$ cat config.mk
export PLATFORM = sky130hd
export DESIGN_NAME = pfio_controller
export DESIGN_NICKNAME = d
export VERILOG_FILES = /design/src/pfio_pkg.sv /design/src/pfio_controller.sv
export SDC_FILE = /design/constraint.sdc
export NUM_CORES = 1
export LEC_CHECK = 0
export ABC_CLOCK_PERIOD_IN_PS = 2800
export BUFFER_PORTS_ARGS = -buffer_cell sky130_fd_sc_hd__buf_2
export CORE_ASPECT_RATIO = 0.5
export CORE_MARGIN = 8
export CORE_UTILIZATION = 40
export CTS_CLUSTER_DIAMETER = 40
export DETAILED_ROUTE_END_ITERATION = 16
export SKIP_CTS_REPAIR_TIMING = 1
export SYNTH_ARGS = -nofsm -noshare
export SYNTH_HDL_FRONTEND = slang
export SYNTH_SLANG_ARGS = --single-unit
export TNS_END_PERCENT = 50
$ cat constraint.sdc
create_clock -name clock -period 2.8 [get_ports clock]
set_clock_uncertainty 0.1 [all_clocks]
set_input_delay 0.7 -clock clock [delete_from_list [all_inputs] [get_ports clock]]
set_output_delay 0.7 -clock clock [all_outputs]
set_load 0.03 [all_outputs]
$ cat src/pfio_pkg.sv
// Overview of operation
// - Four field configurations: full, front off, rear off, front and rear off.
// - Mode pins decode 00 standard, 10 box, 01 back gauge, 11 both; pin 1 first.
// - Advance field interrupted starts dynamic muting and drives both mute outputs low.
// - Under muting the danger zone stays monitored until the 6 mm gap.
// - Once muting starts the protected field is held fixed at the pinch point.
// - While muting, upper segments are switched off ahead of the descending tool.
// - Stroke init high allows tests and full field; safety and mute outputs low.
// - Without a requested test for 2 minutes an internal test starts itself.
// - Safety outputs stay off for the whole internal self-test.
// - Setup input high disables protection, display on, status red, light off.
// - Reduced field stroke runs only after a rising edge on acknowledge.
// - Safety outputs high with the field clear, low with it broken.
// - Mute outputs high without dynamic muting, low while it is active.
// - In test status mode, setup and mute pins carry data exchange.
// - Active outputs get short low test pulses the load must ride through.
// - Inactive outputs get 40 us high pulses every 100 us to 3 ms.
// - A regular test checks for shorts between the outputs.
// - The receiver drives an emitter enable that switches the light source.
// - The receiver drives a separate sync signal setting emitter intensity.
// - An object in the detection zone turns both safety outputs off.
package pfio_pkg;

    localparam int CLOCK_MHZ = 250;
    localparam longint AUTO_TEST_S = 120;
    localparam longint AUTO_TEST_CYC = AUTO_TEST_S * CLOCK_MHZ * 1000000;
    localparam int AUTO_W = 36;
    localparam int SELF_TEST_US = 100;
    localparam int SELF_TEST_CYC = SELF_TEST_US * CLOCK_MHZ;
    localparam int ON_PULSE_US = 40;
    localparam int ON_PULSE_CYC = ON_PULSE_US * CLOCK_MHZ;
    localparam int OFF_PULSE_US = 1;
    localparam int OFF_PULSE_CYC = OFF_PULSE_US * CLOCK_MHZ;
    localparam int PULSE_GAP_US = 500;
    localparam int PULSE_GAP_CYC = PULSE_GAP_US * CLOCK_MHZ;
    localparam int CNT_W = 20;

    localparam int SEG_N = 8;
    localparam logic [7:0] SEG_ALL = 8'hff;
    localparam logic [7:0] SEG_FRONT = 8'h03;
    localparam logic [7:0] SEG_REAR = 8'hc0;

    localparam logic [1:0] FM_STANDARD = 2'h0;
    localparam logic [1:0] FM_BOX = 2'h2;
    localparam logic [1:0] FM_GAUGE = 2'h1;
    localparam logic [1:0] FM_BOX_GAUGE = 2'h3;

    localparam int OUT_N = 4;

    typedef enum logic {TS_RUN, TS_TEST} pfio_test_state_t;
    typedef enum logic {MS_IDLE, MS_MUTE} pfio_mute_state_t;

    typedef struct packed {
        logic stroke_init;
        logic setup_mode;
        logic acknowledge;
        logic field_mode_1;
        logic field_mode_2;
    } pfio_ctrl_t;

    typedef struct packed {
        logic safety_switch_out_a;
        logic safety_switch_out_b;
        logic muting_out_a;
        logic muting_out_b;
    } pfio_outs_t;

endpackage : pfio_pkg

$ cat src/pfio_controller.sv
`timescale 1ns/1ps
module pfio_controller #(
    parameter longint AUTO_TEST_CYCLES = pfio_pkg::AUTO_TEST_CYC,
    parameter int SELF_TEST_CYCLES = pfio_pkg::SELF_TEST_CYC,
    parameter int ON_PULSE_CYCLES = pfio_pkg::ON_PULSE_CYC,
    parameter int OFF_PULSE_CYCLES = pfio_pkg::OFF_PULSE_CYC,
    parameter int PULSE_GAP_CYCLES = pfio_pkg::PULSE_GAP_CYC
) (
    // Clock and reset
    input wire logic clock,
    input wire logic reset,
    // Controller pins, asynchronous
    input wire pfio_pkg::pfio_ctrl_t ctrl_pins,
    input wire logic [3:0] out_readback,
    // Image evaluation, same clock
    input wire logic field_clear,
    input wire logic advance_hit,
    input wire logic gap_reached,
    input wire logic [3:0] tool_segment,
    input wire logic [7:0] intensity,
    input wire logic [1:0] comm_tx,
    // Output pins
    output pfio_pkg::pfio_outs_t out_pins,
    output logic emitter_enable,
    output logic emitter_intensity_sync,
    // Status to evaluation and display
    output logic [7:0] segment_enable,
    output logic field_hold,
    output logic system_test,
    output logic [2:0] comm_rx,
    output logic display_on,
    output logic status_red,
    output logic short_fault
);
    import pfio_pkg::*;

    function automatic logic [7:0] mode_mask(input logic [1:0] mode);
        case (mode)
            FM_BOX: mode_mask = SEG_ALL & ~SEG_FRONT;
            FM_GAUGE: mode_mask = SEG_ALL & ~SEG_REAR;
            FM_BOX_GAUGE: mode_mask = SEG_ALL & ~(SEG_FRONT | SEG_REAR);
            default: mode_mask = SEG_ALL;
        endcase
    endfunction : mode_mask

    function automatic logic [7:0] tool_mask(input logic [3:0] row);
        logic [7:0] m;
        m = SEG_ALL;
        for (int i = 0; i < SEG_N; i++) begin
            if (4'(i) < row) begin
                m[i] = 1'b0;
            end
        end
        tool_mask = m;
    endfunction : tool_mask

    ////////////////////////////////////////////////////////////////////////
    // Input synchronisers
    pfio_ctrl_t ctrl_meta;
    pfio_ctrl_t ctrl_sync;
    logic [3:0] rb_meta;
    logic [3:0] rb_sync;

    always_ff @(posedge clock) begin
        ctrl_meta <= ctrl_pins;
        ctrl_sync <= ctrl_meta;
        rb_meta <= out_readback;
        rb_sync <= rb_meta;
    end

    logic init_prev;
    logic ack_prev;
    logic init_rise;
    logic ack_rise;

    always_ff @(posedge clock) begin
        if (reset) begin
            init_prev <= 1'b1;
            ack_prev <= 1'b0;
        end else begin
            init_prev <= ctrl_sync.stroke_init;
            ack_prev <= ctrl_sync.acknowledge;
        end
    end

    assign init_rise = ctrl_sync.stroke_init & ~init_prev;
    assign ack_rise = ctrl_sync.acknowledge & ~ack_prev;

    ////////////////////////////////////////////////////////////////////////
    // Self-test sequencing
    pfio_test_state_t test_state;
    logic [AUTO_W-1:0] auto_cnt;
    logic [CNT_W-1:0] test_cnt;
    logic auto_due;
    logic test_done;

    assign auto_due = (auto_cnt == AUTO_W'(AUTO_TEST_CYCLES - 1));
    assign test_done = (test_cnt == CNT_W'(SELF_TEST_CYCLES - 1));

    always_ff @(posedge clock) begin
        if (reset) begin
            test_state <= TS_TEST;
        end else begin
            case (test_state)
                TS_RUN: begin
                    if (init_rise || auto_due) begin
                        test_state <= TS_TEST;
                    end
                end
                TS_TEST: begin
                    if (test_done) begin
                        test_state <= TS_RUN;
                    end
                end
                default: test_state <= TS_TEST;
            endcase
        end
    end

    always_ff @(posedge clock) begin
        if (reset || test_state == TS_TEST || init_rise) begin
            auto_cnt <= '0;
        end else begin
            auto_cnt <= auto_cnt + 1'b1;
        end
    end

    always_ff @(posedge clock) begin
        if (reset || test_state == TS_RUN) begin
            test_cnt <= '0;
        end else begin
            test_cnt <= test_cnt + 1'b1;
        end
    end

    ////////////////////////////////////////////////////////////////////////
    // Reduced field arming
    logic reduced_armed;

    always_ff @(posedge clock) begin
        if (reset) begin
            reduced_armed <= 1'b0;
        end else begin
            reduced_armed <= ack_rise | (reduced_armed & ~init_rise);
        end
    end

    ////////////////////////////////////////////////////////////////////////
    // Dynamic muting
    pfio_mute_state_t mute_state;
    logic gap_latched;
    logic run_ok;

    assign run_ok = (test_state == TS_RUN) & ~ctrl_sync.setup_mode
                  & ~ctrl_sync.stroke_init;

    always_ff @(posedge clock) begin
        if (reset) begin
            mute_state <= MS_IDLE;
        end else begin
            case (mute_state)
                MS_IDLE: begin
                    if (run_ok && advance_hit) begin
                        mute_state <= MS_MUTE;
                    end
                end
                MS_MUTE: begin
                    if (!run_ok) begin
                        mute_state <= MS_IDLE;
                    end
                end
                default: mute_state <= MS_IDLE;
            endcase
        end
    end

    always_ff @(posedge clock) begin
        if (reset || mute_state == MS_IDLE) begin
            gap_latched <= 1'b0;
        end else if (gap_reached) begin
            gap_latched <= 1'b1;
        end
    end

    ////////////////////////////////////////////////////////////////////////
    // Segment selection
    logic [7:0] next_segment_enable;

    always_comb begin
        next_segment_enable = SEG_ALL;
        if (ctrl_sync.setup_mode) begin
            next_segment_enable = '0;
        end else if (!ctrl_sync.stroke_init) begin
            if (reduced_armed) begin
                next_segment_enable = mode_mask({ctrl_sync.field_mode_1,
                    ctrl_sync.field_mode_2});
            end
            if (mute_state == MS_MUTE) begin
                next_segment_enable = next_segment_enable
                    & tool_mask(tool_segment);
            end
        end
    end

    always_ff @(posedge clock) begin
        if (reset) begin
            segment_enable <= SEG_ALL;
            field_hold <= 1'b0;
        end else begin
            segment_enable <= next_segment_enable;
            field_hold <= (mute_state == MS_MUTE);
        end
    end

    ////////////////////////////////////////////////////////////////////////
    // Logical output levels
    logic safe_level;
    logic mute_level;
    logic [3:0] level;

    assign safe_level = run_ok & ~short_fault
                      & (field_clear | gap_latched);
    assign mute_level = (test_state == TS_TEST) ? 1'b0
                      : run_ok & (mute_state == MS_IDLE);

    always_comb begin
        if (test_state == TS_TEST) begin
            level = {2'b00, comm_tx};
        end else begin
            level = {safe_level, safe_level, mute_level, mute_level};
        end
    end

    ////////////////////////////////////////////////////////////////////////
    // Output test pulses
    logic [CNT_W-1:0] gap_cnt;
    logic [CNT_W-1:0] pulse_cnt;
    logic [1:0] pulse_idx;
    logic pulse_on;
    logic pulse_start;
    logic pulse_last;

    assign pulse_on = (pulse_cnt != '0);
    assign pulse_last = (pulse_cnt == CNT_W'(1));
    assign pulse_start = (gap_cnt == CNT_W'(PULSE_GAP_CYCLES - 1))
                       && (test_state == TS_RUN);

    always_ff @(posedge clock) begin
        if (reset || gap_cnt == CNT_W'(PULSE_GAP_CYCLES - 1)) begin
            gap_cnt <= '0;
        end else begin
            gap_cnt <= gap_cnt + 1'b1;
        end
    end

    always_ff @(posedge clock) begin
        if (reset) begin
            pulse_cnt <= '0;
            pulse_idx <= '0;
        end else if (pulse_start) begin
            pulse_idx <= pulse_idx + 1'b1;
            pulse_cnt <= level[3 - 2'(pulse_idx + 2'd1)]
                ? CNT_W'(OFF_PULSE_CYCLES)
                : CNT_W'(ON_PULSE_CYCLES);
        end else if (pulse_on) begin
            pulse_cnt <= pulse_cnt - 1'b1;
        end
    end

    logic [3:0] next_outs;
    logic [3:0] outs;

    always_comb begin
        next_outs = level;
        if (pulse_on && test_state == TS_RUN) begin
            next_outs[3 - pulse_idx] = ~level[3 - pulse_idx];
        end
    end

    always_ff @(posedge clock) begin
        if (reset) begin
            outs <= '0;
        end else begin
            outs <= next_outs;
        end
    end

    assign out_pins = pfio_outs_t'(outs);

    always_ff @(posedge clock) begin
        if (reset) begin
            short_fault <= 1'b0;
        end else if (pulse_last && rb_sync[3 - pulse_idx] != outs[3 - pulse_idx]) begin
            short_fault <= 1'b1;
        end
    end

    ////////////////////////////////////////////////////////////////////////
    // Emitter, display and data exchange
    logic [7:0] pwm_cnt;

    always_ff @(posedge clock) begin
        if (reset) begin
            pwm_cnt <= '0;
            emitter_enable <= 1'b0;
            emitter_intensity_sync <= 1'b0;
        end else begin
            pwm_cnt <= pwm_cnt + 1'b1;
            emitter_enable <= ~ctrl_sync.setup_mode;
            emitter_intensity_sync <= (pwm_cnt < intensity);
        end
    end

    always_ff @(posedge clock) begin
        if (reset) begin
            system_test <= 1'b1;
            comm_rx <= '0;
            display_on <= 1'b0;
            status_red <= 1'b1;
        end else begin
            system_test <= (test_state == TS_TEST);
            comm_rx <= (test_state == TS_TEST)
                ? {ctrl_sync.setup_mode, ctrl_sync.field_mode_1,
                   ctrl_sync.field_mode_2} : 3'h0;
            display_on <= ctrl_sync.setup_mode;
            status_red <= ctrl_sync.setup_mode | ~safe_level;
        end
    end
endmodule : pfio_controller

==> impl_metrics.json <==
{
  "dr.pass1.iters": 6,
  "diodes": 0,
  "hpwl_um": 9274,
  "syn-cell-area_sq_mm": 0.006452,
  "grt_pass1_wl_um": 22490,
  "row_count": 32,
  "insertion_delay_ps": 420,
  "finalSetupTns_ps": 0,
  "critPathMaxStageDelay_ps": 570,
  "grt_setup_unrepaired": "false",
  "grt_max_degree": 37,
  "avgSynthCellArea_sq_um": 9.127,
  "drc": 0,
  "nets": 810,
  "netSwitchingPower_mw": 1.659,
  "cp.required_ps": 3010,
  "die_area_sq_mm": 0.02070,
  "root_buffer": "clkbuf_16",
  "synth_edf_count": 0,
  "path_clk_slew_ps": 70,
  "final_common_cell": "dfxtp_1",
  "placed_area_sq_mm": 0.006940,
  "combPwrFrac_pct": 17.9,
  "wl_per_cell_um": 13.38,
  "period_needed_ps": 2263,
  "fin_util_pct": 48.27,
  "max_freq_ghz": 0.4419,
  "portBuffers": 49,
  "cts.sinks": 152,
  "start_kind": "register",
  "power-per-cell-area_mw_per_mm2": 755.4,
  "synth_ff_type": "dfxtp_1",
  "cts_buffer_depth": 2,
  "cp.arrival_ps": 2470,
  "initial_core_util_pct": 41.43,
  "ctsHtreeMaxLevel": 4,
  "io_pins": 50,
  "hold_class": "register to register",
  "cts_inserted_buffers": 17,
  "slew_violations": 0,
  "syn2layout_area_growth_pct": 16.52,
  "cellLeakagePower_nw": 2.885,
  "drt-initial-drc-count": 149,
  "swShare_pct": 29.21,
  "slew_headroom_pct": 56.47,
  "die_w_um": 195.6,
  "setup_viol": 0,
  "yosysWarnings": 0,
  "worst_slew_pin_slew_ps": 647.1,
  "ys_ff_latch": 152,
  "seq_area_frac_synth_pct": 47.16,
  "fin_cells": 981,
  "sequentialPowerShare_pct": 42.7,
  "crit_path_max_fanout": 7,
  "mostFrequentLayoutCells": "152 x dfxtp_1, 112 x nor2_1, 53 x xor2_1, 49 x buf_2, 43 x nand3_1",
  "period_share_pct": 80.82,
  "routed_wl_um": 13120,
  "critPathCaptureType": "register",
  "final_area_sq_mm": 0.007518,
  "place.gp.congestion": 0.8057,
  "synth_cells": 707,
  "postRouteAntennaNets": 0,
  "die_h_um": 105.8,
  "max_cap_viol_count": 0,
  "p_int_mw": 4.021,
  "grt_use_total_pct": 13.00,
  "path_cells": "or4_4 -> and4b_1 -> a21oi_1 -> nand2_1 -> mux2_2",
  "gr-total-overflow": 0,
  "place_inst": 949,
  "crit_type": "register to register",
  "viasPerCell": 5.033,
  "status": "complete, no violations",
  "reg2reg_depth": 5,
  "fin_ws_ps": 537.1,
  "clkPwrFrac_pct": 39.4,
  "hold_depth": 0,
  "grt_pass1_vias": 4762,
  "synth_fp_nets": 753,
  "cts_tree": "built",
  "via_count": 4937,
  "finalHoldViolCount": 0,
  "async_flop_share_pct": 0,
  "yosysUniqueCellTypes": 58,
  "place_ws_ps": 556.5,
  "vdd_drop_max_v": 0.0004880,
  "core_sq_mm": 0.01557,
  "grt_antenna_before_repair": 0,
  "drive_gt1_share_pct": 14.16,
  "critPathSlowestCell": "or4_4"
}
## power groups by stage
stage / Sequential (mW) / Combinational [mW] / Clock, mW
5_1_grt: 2.45 / 1.14 / 2.39
3_3_place_gp: 2.47 / 1.01 / 0
3_5_place_dp: 2.47 / 1.01 / 0
6_report: 2.43 / 1.02 / 2.24
2_1_floorplan: 2.47 / 0.782 / 0
4_1_cts: 2.43 / 1.02 / 2.29
## metal layers
| layer | vias to the layer above | global-route usage (%) | wire, um |
|---|---|---|---|
| li1 | 2570 | - | - |
| met1 | 2298 | 15.96 | 6358 |
| met2 | 53 | 21.97 | 6220 |
| met3 | 16 | 3.237 | 350 |
| met4 | 0 | 4.680 | 191 |
| met5 | - | 0 | 0 |
## cell type report
class | count | area [sq um]
Clock buffer | 18 | 439.2
Clock inverter | 14 | 138.9
Fill cell | 1502 | 8056
Inverter | 22 | 82.58
Multi-Input combinational cell | 513 | 3247
Sequential cell | 152 | 3043
Tap cell | 204 | 255.2
Timing Repair Buffer | 58 | 312.8
## worst paths after layout
kind                                      to           from  slack (ps)
worst max register to register   out_pins[3]  pulse_cnt[11]         540
worst max-delay path             out_pins[3]  pulse_cnt[11]         540
worst min register to register  ctrl_sync[4]   ctrl_meta[4]         230
worst min-delay path            ctrl_sync[4]   ctrl_meta[4]         230
## registers in the layout, summed over array words and instances, names as in the netlist, 2 cells and up
register / cells
out_pins: 4
gap_cnt: 20
segment_enable: 8
pulse_cnt: 20
comm_rx: 3
rb_meta: 4
auto_cnt: 36
pulse_idx: 2
test_cnt: 20
rb_sync: 4
pwm_cnt: 8
ctrl_sync: 5
ctrl_meta: 5
## logic make-up (layout without fill, tap and decap cells)
logic type,after synthesis,in the layout,share of synthesized area [%]
multiplexers,6,6,1.202
buffers and inverters,42,112,2.521
adder cells (fa/ha/maj),18,18,3.490
flip-flops,152,152,47.16
AND/OR/NAND/NOR,334,334,27.24
XOR/XNOR,88,88,11.94
AO/OA/AOI/OAI,67,67,6.438
## stage by stage
step	total power, mW	hold slack, ps
floorplan	3.254	209.6
global placement	3.479	212.0
detailed placement	3.489	213.6
CTS	5.738	229.4
global route	5.970	233.9
finish	5.680	227.4
## worst max-delay path, delay by kind of cell (launching register included)
kind               cells  cell delay, ps
and+or+nand+nor        3            1160
AOI/OAI and AO/OA      1             220
DFF                    1             350
muxes                  1             320
## synthesized netlist by cell type, types with 2 or more instances
cell type  instances  area share [%]
dfxtp_1          152              47
nor2_1           112             6.5
xor2_1            53             7.2
nand3_1           43             3.3
nand2_1           41             2.4
xnor2_1           35             4.8
a21oi_1           31             2.4
inv_1             21             1.2
nand4_1           21             2.0
and3_1            19             1.8
nor3_1            19             1.5
ha_1              18             3.5
nor4_1            17             1.6
clkbuf_1          15            0.87
o21ai_0           11            0.85
or3_1              8            0.78
a211oi_1           6            0.70
nor2b_1            6            0.58
or4_1              6            0.70
and4_1             5            0.68
nor4b_1            5            0.68
and2_1             4            0.39
buf_2              4            0.31
mux2_2             4            0.70
nand2b_1           4            0.39
nand4b_1           4            0.54
nor3b_1            4            0.47
a21o_1             3            0.35
o31ai_1            3            0.35
a22oi_1            2            0.23
a31o_2             2            0.27
o21a_1             2            0.23
or2_2              2            0.19
Power figures use the tool's default switching activity.
